[src/rtc_irq_consts.svh]
/*
   rtc_irq_consts.svh - register indices, bit positions and reset values
   of the clock's interrupt and alarm logic.
   Assumes: included by bare name; byte address of a register is four
   times its index.
*/
`ifndef RTC_IRQ_CONSTS_SVH
`define RTC_IRQ_CONSTS_SVH

// register indices (byte address = index * 4)
`define IDX_IRQ_ENABLE     6'h01
`define IDX_IRQ_FLAG       6'h02
`define IDX_SUPPLY_STATUS  6'h03
`define IDX_EVT_STATUS     6'h04
`define IDX_EVT_CLEAR      6'h05
`define IDX_EVT_ENABLE     6'h06
`define IDX_ALARM_BASE     6'h10

// alarm page: seconds, minutes, hours, days, weekdays, months, years
`define ALARM_FIELDS       7
`define ALARM_VALUE_WIDTH  7
`define BIT_FIELD_ENABLE   7

// bit positions shared by enable, flag and event registers
`define BIT_ALARM          0
`define BIT_TIMER          1
`define BIT_SUPPLY_LOW1    2
`define BIT_SUPPLY_LOW2    3
`define BIT_SYS_RESET      4
`define IRQ_SOURCES        5

// reset values
`define IRQ_ENABLE_RESET   5'h00
`define IRQ_FLAG_RESET     5'h00
`define SUPPLY_STAT_RESET  3'h0
`define ALARM_FIELD_RESET  8'h00

// AXI4-Lite responses
`define RESP_OKAY          2'h0
`define RESP_SLVERR        2'h2

`endif

[src/rtc_irq_pkg.sv]
/*
   rtc_irq_pkg.sv - types carried between the interrupt logic and the
   timekeeping logic around it.
   Assumes: the constants header is compiled alongside.
*/
`include "rtc_irq_consts.svh"

package rtc_irq_pkg;

   // one-cycle events from the countdown, voltage and reset logic
   typedef struct packed {
      logic sys_reset;
      logic supply_low2;
      logic supply_low1;
      logic timer_zero;
   } hw_event_type;

   // current watch values; seconds sit in the lowest bits
   typedef struct packed {
      logic [`ALARM_VALUE_WIDTH-1:0] years;
      logic [`ALARM_VALUE_WIDTH-1:0] months;
      logic [`ALARM_VALUE_WIDTH-1:0] weekdays;
      logic [`ALARM_VALUE_WIDTH-1:0] days;
      logic [`ALARM_VALUE_WIDTH-1:0] hours;
      logic [`ALARM_VALUE_WIDTH-1:0] minutes;
      logic [`ALARM_VALUE_WIDTH-1:0] seconds;
   } watch_type;

endpackage

[src/alarm_field.sv]
/*
   alarm_field.sv - one alarm register with its own enable bit and the
   comparison of its value against one watch field.
   Assumes: write strobe and watch value come from logic on sys_clk.
*/
`timescale 1ns/100ps
`include "rtc_irq_consts.svh"

module alarm_field #(
   parameter int VALUE_WIDTH = `ALARM_VALUE_WIDTH
) (
   // clock and reset
   input  wire logic                   sys_clk,
   input  wire logic                   reset_n,
   // register access
   input  wire logic                   write_en,
   input  wire logic [7:0]             write_data,
   output logic      [7:0]             field,
   // comparison
   input  wire logic [VALUE_WIDTH-1:0] watch_value,
   output logic                        enabled,
   output logic                        match
);

   // stored alarm value and enable
   always_ff @(posedge sys_clk or negedge reset_n) begin
      if (!reset_n) begin
         field <= `ALARM_FIELD_RESET;
      end else if (write_en) begin
         field <= write_data;
      end
   end

   // enable and match are registered together, so the and of all fields
   // never sees a fresh enable beside a stale comparison (false alarm edge)
   // a disabled field never blocks the and of all fields
   always_ff @(posedge sys_clk or negedge reset_n) begin
      if (!reset_n) begin
         enabled <= 1'b0;
         match   <= 1'b0;
      end else begin
         enabled <= field[`BIT_FIELD_ENABLE];
         match   <= !field[`BIT_FIELD_ENABLE] ||
                    (field[VALUE_WIDTH-1:0] == watch_value);
      end
   end

endmodule

[src/rtc_irq_alarm.sv]
/*
   rtc_irq_alarm.sv - interrupt logic of the real-time clock: five event
   flags with enables, the alarm comparison, the open-drain interrupt pin,
   a bus-side event status with its own interrupt, and an AXI4-Lite slave.
   Assumes: events and watch values come from logic on sys_clk; the pin
   has an external pull-up; one bus write and one read at a time.
*/
// Our own choice: the AXI4-Lite interface to the registers.
`timescale 1ns/100ps
`include "rtc_irq_consts.svh"

// What this block does
// timer flag is set only while the timer interrupt enable is one
// countdown reaching zero sets the timer flag when enabled
// timer flag and pin stay until software writes zero to it
// unused upper bits of enable and flag registers read zero
// each alarm field has its own enable bit; disabled fields ignored
// enabled alarm fields are compared with the current watch values
// first match of all enabled fields sets the alarm flag if enabled
// alarm flag and pin stay until software writes zero to it
// alarm flag sets again only on a fresh match, not a lasting one
// interrupt pin is active low and only ever pulled low
// five sources, each flag in bits zero to four of flag register
// supply-low one interrupt gated by its enable, pin follows its flag
// software clears both supply-low one flag and its status bit
// enable and flag bits: alarm, timer, low one, low two, reset
// supply-low two pin follows flag; clearing needs flag and status
// system-reset pin follows flag; clearing needs flag and status
// pin low while any flag or supply/reset status bit whose enable bit is one is set, released otherwise
// writing one to a flag leaves it; only hardware sets it
module rtc_irq_alarm (
   // clock and reset
   input  wire logic                      sys_clk,
   input  wire logic                      reset_n,
   // AXI4-Lite write address and data
   input  wire logic                      s_axi_awvalid,
   output logic                           s_axi_awready,
   input  wire logic [7:0]                s_axi_awaddr,
   input  wire logic                      s_axi_wvalid,
   output logic                           s_axi_wready,
   input  wire logic [31:0]               s_axi_wdata,
   input  wire logic [3:0]                s_axi_wstrb,
   // AXI4-Lite write response
   output logic                           s_axi_bvalid,
   input  wire logic                      s_axi_bready,
   output logic      [1:0]                s_axi_bresp,
   // AXI4-Lite read
   input  wire logic                      s_axi_arvalid,
   output logic                           s_axi_arready,
   input  wire logic [7:0]                s_axi_araddr,
   output logic                           s_axi_rvalid,
   input  wire logic                      s_axi_rready,
   output logic      [31:0]               s_axi_rdata,
   output logic      [1:0]                s_axi_rresp,
   // timekeeping side
   input  wire rtc_irq_pkg::hw_event_type hw_event,
   input  wire rtc_irq_pkg::watch_type    watch,
   // open-drain interrupt pin and bus interrupt
   output logic                           int_n_out,
   output logic                           int_n_oe,
   output logic                           irq
);
   import rtc_irq_pkg::*;

   localparam int NSRC = `IRQ_SOURCES;

   logic            aw_held;
   logic [5:0]      aw_idx;
   logic            w_held;
   logic [31:0]     w_data;
   logic [3:0]      w_strb;
   logic            reg_wr;
   logic            lane0_wr;
   logic            wr_mapped;
   logic [5:0]      ar_idx;
   logic [31:0]     next_rdata;
   logic            rd_mapped;
   logic [NSRC-1:0] irq_enable;
   logic [NSRC-1:0] irq_flag;
   logic [2:0]      supply_status;
   logic [NSRC-1:0] evt_status;
   logic [NSRC-1:0] evt_enable;
   logic [NSRC-1:0] raw_event;
   logic [NSRC-1:0] flag_set;
   logic [NSRC-1:0] flag_clr;
   logic [2:0]      status_clr;
   logic [NSRC-1:0] evt_clr;
   logic [NSRC-1:0] pending;
   logic            all_match;
   logic            all_match_prev;
   logic            alarm_event;
   logic [48:0]     watch_bits;
   logic [7:0]      alarm_reg [`ALARM_FIELDS];
   logic [`ALARM_FIELDS-1:0] field_en;
   logic [`ALARM_FIELDS-1:0] field_match;

   // write channel: address and data are taken independently and held
   assign s_axi_awready = !aw_held;
   assign s_axi_wready  = !w_held;
   assign reg_wr        = aw_held && w_held && !s_axi_bvalid;
   assign lane0_wr      = reg_wr && w_strb[0];

   always_ff @(posedge sys_clk or negedge reset_n) begin
      if (!reset_n) begin
         aw_held <= 1'b0;
         aw_idx  <= 6'h00;
      end else if (s_axi_awvalid && s_axi_awready) begin
         aw_held <= 1'b1;
         aw_idx  <= s_axi_awaddr[7:2];
      end else if (reg_wr) begin
         aw_held <= 1'b0;
      end
   end

   always_ff @(posedge sys_clk or negedge reset_n) begin
      if (!reset_n) begin
         w_held <= 1'b0;
         w_data <= 32'h0000_0000;
         w_strb <= 4'h0;
      end else if (s_axi_wvalid && s_axi_wready) begin
         w_held <= 1'b1;
         w_data <= s_axi_wdata;
         w_strb <= s_axi_wstrb;
      end else if (reg_wr) begin
         w_held <= 1'b0;
      end
   end

   // known write targets; anything else is answered with an error
   always_comb begin
      case (aw_idx)
         `IDX_IRQ_ENABLE, `IDX_IRQ_FLAG, `IDX_SUPPLY_STATUS,
         `IDX_EVT_STATUS, `IDX_EVT_CLEAR, `IDX_EVT_ENABLE: wr_mapped = 1'b1;
         default: begin
            wr_mapped = (aw_idx >= `IDX_ALARM_BASE) &&
                        (aw_idx < `IDX_ALARM_BASE + 6'(`ALARM_FIELDS));
         end
      endcase
   end

   // write response follows the cycle in which both halves are held
   always_ff @(posedge sys_clk or negedge reset_n) begin
      if (!reset_n) begin
         s_axi_bvalid <= 1'b0;
         s_axi_bresp  <= `RESP_OKAY;
      end else if (reg_wr) begin
         s_axi_bvalid <= 1'b1;
         s_axi_bresp  <= wr_mapped ? `RESP_OKAY : `RESP_SLVERR;
      end else if (s_axi_bready) begin
         s_axi_bvalid <= 1'b0;
      end
   end

   // interrupt enables; five bits in fixed order
   always_ff @(posedge sys_clk or negedge reset_n) begin
      if (!reset_n) begin
         irq_enable <= `IRQ_ENABLE_RESET;
      end else if (lane0_wr && aw_idx == `IDX_IRQ_ENABLE) begin
         irq_enable <= w_data[NSRC-1:0];
      end
   end

   // alarm page: one comparator per field
   assign watch_bits = watch;

   genvar gi;
   generate
      for (gi = 0; gi < `ALARM_FIELDS; gi++) begin : g_field
         alarm_field u_field (
            .sys_clk     (sys_clk),
            .reset_n     (reset_n),
            .write_en    (lane0_wr && aw_idx == `IDX_ALARM_BASE + 6'(gi)),
            .write_data  (w_data[7:0]),
            .field       (alarm_reg[gi]),
            .watch_value (watch_bits[gi*`ALARM_VALUE_WIDTH +: `ALARM_VALUE_WIDTH]),
            .enabled     (field_en[gi]),
            .match       (field_match[gi])
         );
      end
   endgenerate

   // no enabled field means no alarm at all
   assign all_match   = (&field_match) && (|field_en);
   // only the rising edge counts, so a lasting match cannot re-arm the flag
   assign alarm_event = all_match && !all_match_prev;

   always_ff @(posedge sys_clk or negedge reset_n) begin
      if (!reset_n) begin
         all_match_prev <= 1'b0;
      end else begin
         all_match_prev <= all_match;
      end
   end

   // raw events in flag order
   assign raw_event = {hw_event.sys_reset, hw_event.supply_low2,
                       hw_event.supply_low1, hw_event.timer_zero,
                       alarm_event};

   // a flag is set only by its event while its enable is one
   assign flag_set = raw_event & irq_enable;

   // only a written zero clears; a written one changes nothing
   assign flag_clr = (lane0_wr && aw_idx == `IDX_IRQ_FLAG) ?
                     ~w_data[NSRC-1:0] : 5'h00;

   // set wins over clear, so an event in the clearing cycle survives
   always_ff @(posedge sys_clk or negedge reset_n) begin
      if (!reset_n) begin
         irq_flag <= `IRQ_FLAG_RESET;
      end else begin
         irq_flag <= (irq_flag & ~flag_clr) | flag_set;
      end
   end

   // supply and reset status bits sit at bits four down to two
   assign status_clr = (lane0_wr && aw_idx == `IDX_SUPPLY_STATUS) ?
                       ~w_data[`BIT_SYS_RESET:`BIT_SUPPLY_LOW1] : 3'h0;

   always_ff @(posedge sys_clk or negedge reset_n) begin
      if (!reset_n) begin
         supply_status <= `SUPPLY_STAT_RESET;
      end else begin
         supply_status <= (supply_status & ~status_clr) |
                          raw_event[`BIT_SYS_RESET:`BIT_SUPPLY_LOW1];
      end
   end

   // voltage and reset sources hold the pin until flag and status are clear
   assign pending = irq_flag | {supply_status, 2'h0};

   // open drain: the pin is only ever pulled low
   assign int_n_out = 1'b0;
   assign int_n_oe  = |(pending & irq_enable);

   // bus-side event status: sticky, write-one-to-clear, set wins
   assign evt_clr = (lane0_wr && aw_idx == `IDX_EVT_CLEAR) ?
                    w_data[NSRC-1:0] : 5'h00;

   always_ff @(posedge sys_clk or negedge reset_n) begin
      if (!reset_n) begin
         evt_status <= 5'h00;
      end else begin
         evt_status <= (evt_status & ~evt_clr) | raw_event;
      end
   end

   always_ff @(posedge sys_clk or negedge reset_n) begin
      if (!reset_n) begin
         evt_enable <= 5'h00;
      end else if (lane0_wr && aw_idx == `IDX_EVT_ENABLE) begin
         evt_enable <= w_data[NSRC-1:0];
      end
   end

   assign irq = |(evt_status & evt_enable);

   // read mux; the clear register is write-only and reads zero
   assign ar_idx = s_axi_araddr[7:2];

   always_comb begin
      next_rdata = 32'h0000_0000;
      rd_mapped  = 1'b1;
      case (ar_idx)
         `IDX_IRQ_ENABLE:    next_rdata[NSRC-1:0] = irq_enable;
         `IDX_IRQ_FLAG:      next_rdata[NSRC-1:0] = irq_flag;
         `IDX_SUPPLY_STATUS: next_rdata[NSRC-1:0] = {supply_status, 2'h0};
         `IDX_EVT_STATUS:    next_rdata[NSRC-1:0] = evt_status;
         `IDX_EVT_CLEAR:     next_rdata = 32'h0000_0000;
         `IDX_EVT_ENABLE:    next_rdata[NSRC-1:0] = evt_enable;
         default: begin
            if (ar_idx >= `IDX_ALARM_BASE &&
                ar_idx < `IDX_ALARM_BASE + 6'(`ALARM_FIELDS)) begin
               next_rdata[7:0] = alarm_reg[3'(ar_idx - `IDX_ALARM_BASE)];
            end else begin
               rd_mapped = 1'b0;
            end
         end
      endcase
   end

   // read answer one cycle after the address is taken
   assign s_axi_arready = !s_axi_rvalid;

   always_ff @(posedge sys_clk or negedge reset_n) begin
      if (!reset_n) begin
         s_axi_rvalid <= 1'b0;
         s_axi_rdata  <= 32'h0000_0000;
         s_axi_rresp  <= `RESP_OKAY;
      end else if (s_axi_arvalid && s_axi_arready) begin
         s_axi_rvalid <= 1'b1;
         s_axi_rdata  <= next_rdata;
         s_axi_rresp  <= rd_mapped ? `RESP_OKAY : `RESP_SLVERR;
      end else if (s_axi_rready) begin
         s_axi_rvalid <= 1'b0;
      end
   end

   // helper: read of enable or flag register in flight
   logic rd_ctl;

   always_ff @(posedge sys_clk or negedge reset_n) begin
      if (!reset_n) begin
         rd_ctl <= 1'b0;
      end else if (s_axi_arvalid && s_axi_arready) begin
         rd_ctl <= (ar_idx == `IDX_IRQ_ENABLE) || (ar_idx == `IDX_IRQ_FLAG);
      end
   end
endmodule

[config.mk]
export PLATFORM = sky130hd
export DESIGN_NAME = rtc_irq_alarm
export DESIGN_NICKNAME = d
export VERILOG_FILES = /design/src/rtc_irq_pkg.sv /design/src/alarm_field.sv /design/src/rtc_irq_alarm.sv
export VERILOG_INCLUDE_DIRS = /design/src
export SDC_FILE = /design/constraint.sdc
export NUM_CORES = 1
export LEC_CHECK = 0
export BUFFER_PORTS_ARGS = -buffer_cell sky130_fd_sc_hd__buf_2
export CORE_ASPECT_RATIO = 0.8
export CORE_MARGIN = 2
export CORE_UTILIZATION = 45
export CTS_BUF_LIST = sky130_fd_sc_hd__clkbuf_4
export CTS_CLUSTER_SIZE = 40
export DETAILED_ROUTE_END_ITERATION = 6
export PLACE_DENSITY = 0.7
export SLEW_MARGIN = 20
export SYNTH_ARGS = -nofsm -noshare
export SYNTH_HDL_FRONTEND = slang
export SYNTH_SLANG_ARGS = --single-unit
[constraint.sdc]
create_clock -name sys_clk -period 2 [get_ports sys_clk]
set_input_delay 0.2 -clock sys_clk [delete_from_list [all_inputs] [get_ports sys_clk]]
set_output_delay 0.2 -clock sys_clk [all_outputs]
set_load 0.03 [all_outputs]
==> summary.md, run 1 <==
| Metric | Value |
|---|---|
| Pleak | `3.49 nW` |
| CP Max Fanout | `8` |
| Ys flop type | `dfrtp_1` |
| Unrepaired setup endpoints after global routing | `false` |
| Detailed Place HPWL | `11200 µm` |
| Skew-Pair Late Insertion Delay | `540 ps` |
| PwrDens | `1190 mW/mm²` |
| Cell variety after synth | `51` |
| HP Class | `primary input to flop` |
| CTS tree | `done` |
| First-pass GRT wire length | `24700 µm` |
| Die height | `108 µm` |
| Ys async rst share | `100%` |
| Clock skew | `17.8 ps` |
| CTS Buf Count | `17` |
| Met1 wire length | `7350 µm` |
| Worst slew margin | `56.2%` |
| Worst setup margin | `78.8 ps` |
| Endpoint class of the critical path | `flop` |
| First DRT Iteration DRCs | `282` |
| XOR/XNOR Fraction of Synth Area | `7.05%` |
| Antenna Nets Post-Route | `0` |
| Via count | `4509` |
| Die X | `134 µm` |
| Share of layout cells above drive strength 1 | `38.7%` |
| P_int | `5.46 mW` |
| Number of enable flip-flop cells after synthesis | `0` |
| Post-layout min period | `1920 ps` |
| DR DRC count | `0` |
| Fillers | `1104` |
| Full die area | `0.0145 mm²` |
| DR pass1 iterations | `6` |
| Max VDD drop | `650 µV` |
| ANT cells | `0` |
| # rows | `37` |
| Final Hold Vio Count | `0` |
| Sw Pwr | `3.43 mW` |
| CTS Sinks | `123` |
| Post-synthesis sequential area ratio | `50.6%` |
| Largest net degree at the start of global routing | `42` |
| GPL Wtd Cong | `0.834` |
| Clock group share of total power | `19.6%` |
| Max H-tree Level | `4` |
| Met3 routed WL | `1050 µm` |
| Fin crit share | `96.1%` |
| Clock slew at reported path FFs | `110 ps` |
| Simple-gate share of the synthesized area | `9.09%` |
| Status | `finished clean` |
| Cell Area, Synth | `0.00609 mm²` |
| Gr ovfl total | `0` |
| Comb pwr share | `32.1%` |
| Area Growth Syn to Fin | `22.8%` |
| Synth Area in Compound Gates | `7.79%` |
| Crit path launch type | `flop` |
| Mux cell area share after synthesis | `20.4%` |
| WP data required | `2420 ps` |
| WL met2 | `6760 µm` |
| Setup WS pre-CTS | `19.4 ps` |
| Buffers on Ports | `97` |
| Mean number of vias per cell | `5.43` |
| Final net count | `755` |
| Flop pwr share | `48.3%` |
| Switching share of power | `38.6%` |
| Largest family of logic cells by synthesized area | `multiplexers` |
| Vias in the first global route | `4446` |
| Total GRT Usage | `22.7%` |
| Setup violations, final | `0` |
| Wire per inst | `18.6 µm` |
| Maxcap violations | `0` |
| Design Power | `8.89 mW` |
| Syn Area/Cell | `12.4 µm²` |
| Critical path arrival | `2340 ps` |
| Post-Synth Adder-Cell Area | `0%` |
| CTS root buffer | `clkbuf_4` |
| DRT Wirelength | `15400 µm` |
| Top Layer Used | `met4` |
| Core area | `0.0131 mm²` |
| Max Fclk | `0.521 GHz` |
| Setup Crit Path Kind | `flop to flop` |
| Final core occ | `57.3%` |
| Clock Path Buffers | `2` |
| Io pins | `156` |
| Yosys reg bits | `123` |
| Post-Syn Instances | `492` |
| Yosys warns | `0` |
| Initial antenna violation count | `0` |
| Slew @ Worst Pin | `648 ps` |
| Initial Utilization | `46.6%` |
| Final Max Tran Viols | `0` |
[critical path, cell delays in order (launching register included)]
cell,delay (ps)
dfrtp_1,430
or3b_4,440
nor4_4,260
buf_4,190
nand2_2,180
mux2_2,320
[routing by layer]
layer | GRT usage (%) | vias to the layer above
met5 | 0 | -
met4 | 6.62 | 0
met3 | 6.24 | 19
met2 | 32.5 | 180
met1 | 33.8 | 2259
li1 | - | 2051
[cell usage after synthesis (2+ instances only)]
library cell	count	area [µm²]
inv_1	7	26.3
o22ai_1	2	12.5
a22o_1	2	17.5
dfrtp_1	123	3080
mux4_2	8	180
nand2b_1	5	31.3
nor2b_1	8	50.1
nand3_1	5	25.0
nand2_2	4	25.0
buf_2	5	25.0
and2_1	2	12.5
o41ai_1	7	61.3
or3_1	3	18.8
o31ai_1	2	15.0
a21oi_1	3	15.0
mux2_2	87	980
a31oi_1	3	18.8
mux2i_1	6	60.1
a22oi_1	4	30.0
clkbuf_1	11	41.3
a21o_1	5	37.5
xnor2_1	28	245
nor3_1	5	25.0
mux2_1	2	22.5
nand4_1	13	81.3
xor2_1	21	184
a221o_1	4	40.0
buf_4	28	210
a221oi_1	9	78.8
nand2_1	25	93.8
o21ai_0	19	95.1
nor2_1	17	63.8
[cells by family (layout without fill, tap and decap cells)]
kind of cell | after synthesis | count (layout)
AO/OA/AOI/OAI | 66 | 66
AND/OR/NAND/NOR | 98 | 98
multiplexers | 103 | 103
buffers and inverters | 52 | 190
other | 1 | 27
XOR/XNOR | 49 | 49
flip-flops | 123 | 123
[state kept, by name, indices dropped and copies added (netlist names), 3 cells and up]
register                 flops
aw_idx                       6
evt_enable                   5
evt_status                   5
g_field.u_field.enabled      7
g_field.u_field.field       56
g_field.u_field.match        7
irq_enable                   5
irq_flag                     5
s_axi_rdata                  8
supply_status                3
w_data                       8
[path summary, 6_finish.rpt]
check                                                                to                               startpoint  depth (start not counted)  slack, ps
worst min-delay path                 g_field[6].u_field.match$_DFF_PN0_                                watch[46]                          3         30
worst max-delay path            g_field[3].u_field.field[4]$_DFFE_PN0P_                    aw_idx[3]$_DFFE_PN0P_                          5         80
min in group asynchronous                      s_axi_rvalid$_DFFE_PN0P_                                  reset_n                          2        130
max in group asynchronous       g_field[3].u_field.field[4]$_DFFE_PN0P_                                  reset_n                          3       1240
worst min register to register     g_field[0].u_field.enabled$_DFF_PN0_  g_field[0].u_field.field[7]$_DFFE_PN0P_                          0        440
worst max register to register  g_field[3].u_field.field[4]$_DFFE_PN0P_                    aw_idx[3]$_DFFE_PN0P_                          5         80
[cell usage in the layout (no fill, tap or decap), types with 7 or more instances in the layout]
cell type / n
nand2_1: 25
conb_1: 27
dlygate4sd3_1: 34
buf_12: 7
a221oi_1: 9
dfrtp_1: 123
o21ai_0: 19
nor2b_1: 8
clkbuf_4: 17
xor2_1: 21
nor2_1: 17
xnor2_1: 28
mux4_2: 8
nand4_1: 13
buf_2: 96
o41ai_1: 7
buf_4: 13
inv_1: 7
mux2_2: 87
[stage by stage]
stage / std cells / area (µm²) / hold WS (ps) / TNS [ps]
after floorplan: 518 / 6180 / -95.6 / 0
after global placement: 764 / 6840 / 140 / 0
after detailed placement: 764 / 6840 / 142 / 0
after CTS: 827 / 7420 / 4.73 / -35.4
after global routing: 831 / 7470 / 10.3 / 0
final: 831 / 7470 / 28.1 / 0
[power by group through the flow]
stage	Sequential (mW)	Clock, mW	Combinational, mW
2_1_floorplan	3.93	0	2.11
3_3_place_gp	4.27	0	2.68
3_5_place_dp	4.33	0	2.77
4_1_cts	4.28	1.77	2.85
5_1_grt	4.43	1.89	3.08
6_report	4.29	1.74	2.85
[final cells by class]
class,instances,area [µm²],share of cell area [%]
Sequential cell,123,3080,41.2
Clock inverter,15,149,1.99
Multi-Input combinational cell,343,2810,37.6
Tap cell,175,219,2.93
Timing Repair Buffer,150,1060,14.2
Inverter,8,30.0,0.402
Clock buffer,17,128,1.71
[timing repair]
action                                 in CTS  in global routing
hold buffers                               31                  3
endpoints found under the hold margin     156                  2
pin swaps                                   0                  1
setup buffers                               0                  1
setup endpoints to repair                   2                 41
resized for setup                           0                  3
Note: power is estimated with default switching activity, not from simulation.
==> run 2: changes to the inputs <==
==> constraint.sdc (replaced) <==
create_clock -name sys_clk -period 2.1 [get_ports sys_clk]
set_input_delay 0.21 -clock sys_clk [delete_from_list [all_inputs] [get_ports sys_clk]]
set_output_delay 0.21 -clock sys_clk [all_outputs]
set_load 0.03 [all_outputs]
==> run 2 against run 1 <==
Net effect: non-clock buffer count rose by 3; final cell count rose by 0.36%; flip-flop and latch count did not move.
==> summary.md, run 2 (synthesis gave the netlist of run 1 again) <==
| Metric | Value |
|---|---|
| Hold Startpoint | `watch[30]` |
| Flop pwr share | `48.0% (-0.3 points)` |
| HP Class | `primary input to flop` |
| Clock skew | `17.7 ps (-0.162 ps)` |
| Post-layout min period | `2000 ps (+77.7 ps)` |
| Largest registers | `g_field.u_field.field: 56 flops, s_axi_rdata: 8 flops, w_data: 8 flops` |
| Full die area | `0.0145 mm² (unchanged)` |
| Unrepaired setup endpoints after global routing | `true` |
| Buffers on Ports | `97 (unchanged)` |
| ANT cells | `0 (unchanged)` |
| Final Max Tran Viols | `0 (unchanged)` |
| DR pass1 iterations | `5 (-1)` |
| Initial antenna violation count | `0 (unchanged)` |
| First DRT Iteration DRCs | `337 (+20%)` |
| Max Fclk | `0.500 GHz (-3.9%)` |
| Wire per inst | `18.4 µm (-1.2%)` |
| Crit path launch type | `flop` |
| Max reg flops | `56 (unchanged)` |
| Cell Area, Placed | `0.00681 mm² (-0.40%)` |
| Post-route cell area | `0.00746 mm² (-0.18%)` |
| Crit path from | `aw_idx[3]$_DFFE_PN0P_` |
| First-pass GRT wire length | `24200 µm (-2.1%)` |
| Fin crit share | `95.2% (-0.87 points)` |
| CTS-repair resized insts | `0 (unchanged)` |
| Via count | `4515 (+0.13%)` |
| CTS root buffer | `clkbuf_4` |
| Critical path arrival | `2420 ps (+80 ps)` |
| CTS tree | `done` |
| Worst slew margin | `56.8% (+0.54 points)` |
| Slew @ Worst Pin | `649 ps (+0.321 ps)` |
| FF-to-FF setup slack | `100 ps (+20 ps)` |
| Setup violations, final | `0 (unchanged)` |
| # rows | `37 (unchanged)` |
| DRT Wirelength | `15300 µm (-0.86%)` |
| Io pins | `156 (unchanged)` |
| Area Growth Syn to Fin | `22.6%` |
| Worst r2r src | `aw_idx[3]$_DFFE_PN0P_` |
| Share of layout cells above drive strength 1 | `38.7% (about the same)` |
| Final Hold Vio Count | `0 (unchanged)` |
| Initial Utilization | `46.6% (unchanged)` |
| Endpoint class of the critical path | `flop` |
| Status | `finished clean` |
| Crit path capture | `g_field[2].u_field.field[6]$_DFFE_PN0P_` |
| Detailed Place HPWL | `11400 µm (+1.7%)` |
| Largest register by flop count | `g_field.u_field.field` |
| Largest net degree at the start of global routing | `48 (+14%)` |
| Sw Pwr | `3.24 mW (-5.7%)` |
| GPL Wtd Cong | `0.844 (+1.2%)` |
| Gr ovfl total | `0 (unchanged)` |
| Setup WS pre-CTS | `110 ps (+90.4 ps)` |
| Hold depth | `4 (+1)` |
| Comb pwr share | `31.4% (-0.7 points)` |
| Setup Crit Path Kind | `flop to flop` |
| Total GRT Usage | `22.2% (-0.45 points)` |
| Worst r2r path cells | `4 (-1)` |
| Final net count | `758 (+0.40%)` |
| Antenna Nets Post-Route | `0 (unchanged)` |
| PwrDens | `1150 mW/mm² (-3.7%)` |
| CTS Sinks | `123 (unchanged)` |
| Clock Path Buffers | `2 (unchanged)` |
| Worst setup margin | `101 ps (+22.3 ps)` |
| Max H-tree Level | `4 (unchanged)` |
| CTS Buf Count | `17 (unchanged)` |
| Maxcap violations | `0 (unchanged)` |
| Die height | `108 µm (unchanged)` |
| Die X | `134 µm (unchanged)` |
| Clock slew at reported path FFs | `120 ps (about the same)` |
| Mean number of vias per cell | `5.41 (-0.23%)` |
| CP Max Fanout | `8 (unchanged)` |
| Commonest cells after routing, fill and taps aside | `dfrtp_1, buf_2, mux2_2, dlygate4sd3_1, xnor2_1` |
| Core area | `0.0131 mm² (unchanged)` |
| Skew-Pair Late Insertion Delay | `530 ps (about the same)` |
| Most common cell after layout, fill and taps aside | `dfrtp_1` |
| FF-to-FF End | `g_field[2].u_field.field[6]$_DFFE_PN0P_` |
| DR DRC count | `0 (unchanged)` |
| WP data required | `2530 ps (+110 ps)` |
| Clock group share of total power | `20.6% (+1.0 points)` |
| P_int | `5.31 mW (-2.8%)` |
| Switching share of power | `37.9% (-0.72 points)` |
| Max VDD drop | `501 µV (-23%)` |
| Pleak | `3.50 nW (+0.19%)` |
| Vias in the first global route | `4580 (+3.0%)` |
[run 2: routing by layer]
metal  part of all wire (%)  up-vias  track usage [%]  wire length (µm)
li1                       -     2050                -                 -
met1                     48     2240             32.0              7320
met2                     43      207             33.6              6660
met3                    7.4       18             5.81              1130
met4                    1.3        0             6.09               205
met5                      0        -                0                 0
[run 2: layout make-up]
cell class / instances / area, µm²
fillers: 1110 / 5590
flip-flops and latches: 123 / 3080
multi-input cells: 343 / 2800
repair buffers: 153 / 1030
well taps: 175 / 219
clock inverters: 15 / 173
clock buffers: 17 / 128
inverters: 8 / 30.0
[run 2: what timing repair did]
item | in CTS | in global routing
buffers inserted | 0 | 0
hold endpoints to repair | 76 | 0
hold buffers | 35 | 0
setup endpoints to repair | 0 | 1
[run 2: how the worst min path moves through the flow]
stage                                         endpoint
finish              g_field[4].u_field.match$_DFF_PN0_
global route        g_field[1].u_field.match$_DFF_PN0_
CTS                 g_field[4].u_field.match$_DFF_PN0_
detailed placement           irq_enable[4]$_DFFE_PN0P_
global placement             irq_enable[4]$_DFFE_PN0P_
floorplan                     all_match_prev$_DFF_PN0_
[run 2: power groups by stage]
stage                     clock [mW]  sequential (mW)  combinational [mW]
after floorplan                    0             3.74                2.01
after global routing            1.90             4.22                2.91
after detailed placement           0             4.13                2.63
final                           1.76             4.10                2.69
after CTS                       1.79             4.08                2.70
after global placement             0             4.07                2.55
[run 2: critical path: stages (launching register included)]
cell and delay (ps):
dfrtp_1 420, or3b_2 550, nor4_4 310, nand2_2 260
mux2_1 360
[run 2: per-stage QoR]
| stage | hold slack [ps] | total power, mW | setup TNS, ps | std cells | utilization, % |
|---|---|---|---|---|---|
| 6_report | 42.7 | 8.54 | 0 | 834 | 57.1 |
| 2_1_floorplan | -85.6 | 5.75 | 0 | 518 | - |
| 3_5_place_dp | 281 | 6.77 | 0 | 767 | 52.2 |
| 5_1_grt | 17.9 | 9.03 | -10.5 | 834 | 57.1 |
| 3_3_place_gp | 272 | 6.63 | 0 | 767 | 52.2 |
| 4_1_cts | 3.92 | 8.57 | 0 | 834 | 57.1 |
==> run 3: changes to the inputs <==
--- a/config.mk
+++ b/config.mk
@@ -9,11 +9,11 @@
 export BUFFER_PORTS_ARGS = -buffer_cell sky130_fd_sc_hd__buf_2
 export CORE_ASPECT_RATIO = 0.8
 export CORE_MARGIN = 2
-export CORE_UTILIZATION = 45
+export CORE_UTILIZATION = 50
 export CTS_BUF_LIST = sky130_fd_sc_hd__clkbuf_4
 export CTS_CLUSTER_SIZE = 40
 export DETAILED_ROUTE_END_ITERATION = 6
-export PLACE_DENSITY = 0.7
+export PLACE_DENSITY = 0.76
 export SLEW_MARGIN = 20
 export SYNTH_ARGS = -nofsm -noshare
 export SYNTH_HDL_FRONTEND = slang
==> constraint.sdc (replaced) <==
create_clock -name sys_clk -period 2.4 [get_ports sys_clk]
set_input_delay 0.24 -clock sys_clk [delete_from_list [all_inputs] [get_ports sys_clk]]
set_output_delay 0.24 -clock sys_clk [all_outputs]
set_load 0.03 [all_outputs]
==> run 3 against run 2 <==
Net effect: wire length down 3.0%; combinational power down 16%; largest power group unchanged; final area down 3.2%; global-route usage up 1.4 points; via count down 1.4%; first-iteration DRC count down 21%; largest cell class unchanged; non-clock buffer count down 21; final cell count down 5.3%; clock power down 16%; setup slack better by 260 ps; die area down 9.7%.
==> summary.md, run 3 (synthesis gave the netlist of run 1 again) <==
| Metric | Value |
|---|---|
| Commonest cells after routing, fill and taps aside | `dfrtp_1, buf_2, mux2_2, xnor2_1` |
| Post-layout min period | `2040 ps (+37.7 ps)` |
| Largest registers | `g_field.u_field.field: 56 flops, s_axi_rdata: 8 flops, w_data: 8 flops` |
| # rows | `36 (-2.7%)` |
| DRT Wirelength | `14900 µm (-3.0%)` |
| Flop pwr share | `48.9% (+0.9 points)` |
| Setup Crit Path Kind | `flop to flop` |
| Fin crit share | `84.9% (-10 points)` |
| Share of layout cells above drive strength 1 | `37.9% (-0.76 points)` |
| Cell Area, Placed | `0.00667 mm² (-2.0%)` |
| Detailed Place HPWL | `10700 µm (-6.1%)` |
| Unrepaired setup endpoints after global routing | `false` |
| Worst r2r path cells | `4 (unchanged)` |
| Hold depth | `4 (unchanged)` |
| Most common cell after layout, fill and taps aside | `dfrtp_1` |
| Buffers on Ports | `97 (unchanged)` |
| Post-route cell area | `0.00723 mm² (-3.2%)` |
| Final net count | `737 (-2.8%)` |
| Status | `finished clean` |
| CTS Sinks | `123 (unchanged)` |
| Final Hold Vio Count | `0 (unchanged)` |
| Mean number of vias per cell | `5.64 (+4.1%)` |
| Max Fclk | `0.491 GHz (-1.9%)` |
| Crit path launch type | `flop` |
| Maxcap violations | `0 (unchanged)` |
| Die height | `103 µm (-4.9%)` |
| CP Max Fanout | `8 (unchanged)` |
| First DRT Iteration DRCs | `267 (-21%)` |
| Max reg flops | `56 (unchanged)` |
| ANT cells | `0 (unchanged)` |
| Die X | `127 µm (-5.0%)` |
| Critical path arrival | `2450 ps (+30 ps)` |
| WP data required | `2820 ps (+290 ps)` |
| Endpoint class of the critical path | `flop` |
| Initial Utilization | `50.6% (+4.0 points)` |
| Comb pwr share | `30.8% (-0.6 points)` |
| Switching share of power | `38.1% (+0.18 points)` |
| Sw Pwr | `2.79 mW (-14%)` |
| First-pass GRT wire length | `23300 µm (-3.6%)` |
| Initial antenna violation count | `0 (unchanged)` |
| Design Power | `7.34 mW (-14%)` |
| Setup violations, final | `0 (unchanged)` |
| CTS root buffer | `clkbuf_4` |
| PwrDens | `1020 mW/mm² (-11%)` |
| Io pins | `156 (unchanged)` |
| CTS Buf Count | `17 (unchanged)` |
| Skew-Pair Late Insertion Delay | `530 ps (about the same)` |
| DR DRC count | `0 (unchanged)` |
| Via count | `4453 (-1.4%)` |
| Full die area | `0.0131 mm² (-9.7%)` |
| CTS tree | `done` |
| Clock slew at reported path FFs | `100 ps (-20 ps)` |
| Clock Path Buffers | `2 (unchanged)` |
| Area Growth Syn to Fin | `18.7%` |
| Wire per inst | `18.8 µm (+2.4%)` |
| Clock skew | `12.8 ps (-4.86 ps)` |
| Final Max Tran Viols | `0 (unchanged)` |
| Gr ovfl total | `0 (unchanged)` |
| Crit path from | `s_axi_bvalid$_DFFE_PN0P_` |
| Hold Startpoint | `watch[30]` |
| Antenna Nets Post-Route | `0 (unchanged)` |
| Largest net degree at the start of global routing | `124 (+160%)` |
| Total GRT Usage | `23.7% (+1.4 points)` |
| Core area | `0.0120 mm² (-7.9%)` |
| Worst r2r src | `s_axi_bvalid$_DFFE_PN0P_` |
| HP Class | `primary input to flop` |
| Vias in the first global route | `4383 (-4.3%)` |
| Pleak | `3.40 nW (-2.7%)` |
| Final core occ | `60.1% (+2.9 points)` |
| GPL Wtd Cong | `0.875 (+3.6%)` |
| Max VDD drop | `623 µV (+24%)` |
| P_int | `4.55 mW (-14%)` |
| Largest register by flop count | `g_field.u_field.field` |
| DR pass1 iterations | `5 (unchanged)` |
| Clock group share of total power | `20.2% (-0.4 points)` |
| Worst slew margin | `40.4% (-16 points)` |
| Max H-tree Level | `4 (unchanged)` |
| Slew @ Worst Pin | `872 ps (+223 ps)` |
| TNS Setup | `0 ps (unchanged)` |
[run 3: what timing repair did]
item | 4_1_cts | 5_1_grt
endpoints found under the hold margin | 155 | 0
buffers inserted | 0 | 0
hold buffers | 27 | 0
resized for setup | 0 | 0
[run 3: area by class of cell]
class	instances	area [µm²]
Clock inverter	15	156
Clock buffer	17	128
Tap cell	152	190
Multi-Input combinational cell	343	2800
Timing Repair Buffer	132	843
Sequential cell	123	3080
Inverter	8	30.0
Fill cell	931	4800
[run 3: per-stage QoR]
stage,instances,setup WS [ps],hold slack (ps)
global placement,731,454,383
CTS,790,372,4.56
finish,790,363,38.7
detailed placement,731,393,392
floorplan,518,413,-55.6
global route,790,252,23.5
[run 3: worst paths after layout]
path / endpoint / slack, ps
max: g_field[4].u_field.field[0]$_DFFE_PN0P_ / 360
max reg2reg: g_field[4].u_field.field[0]$_DFFE_PN0P_ / 360
min: g_field[4].u_field.match$_DFF_PN0_ / 40
max in group asynchronous: g_field[1].u_field.field[4]$_DFFE_PN0P_ / 1570
min reg2reg: g_field[0].u_field.enabled$_DFF_PN0_ / 450
min in group asynchronous: s_axi_rvalid$_DFFE_PN0P_ / 320
[run 3: power groups by stage]
stage	registers (mW)	logic [mW]	clock network (mW)
2_1_floorplan	3.27	1.76	0
3_3_place_gp	3.56	2.16	0
4_1_cts	3.58	2.28	1.50
6_report	3.59	2.27	1.48
3_5_place_dp	3.62	2.23	0
5_1_grt	3.69	2.46	1.60
[run 3: critical path, cell delays in order (launching register included)]
cell     delay, ps
dfrtp_1        410
and3b_1        350
nand4_2        230
nor3_4         520
mux2_2         400
[run 3: routing by layer]
layer / GRT usage, % / routed length, µm / up-vias / part of all wire [%]
li1: - / - / 2004 / -
met1: 34.0 / 6910 / 2212 / 46
met2: 36.4 / 6670 / 219 / 45
met3: 5.29 / 1100 / 18 / 7.4
met4: 7.19 / 177 / 0 / 1.2
met5: 0 / 0 / - / 0
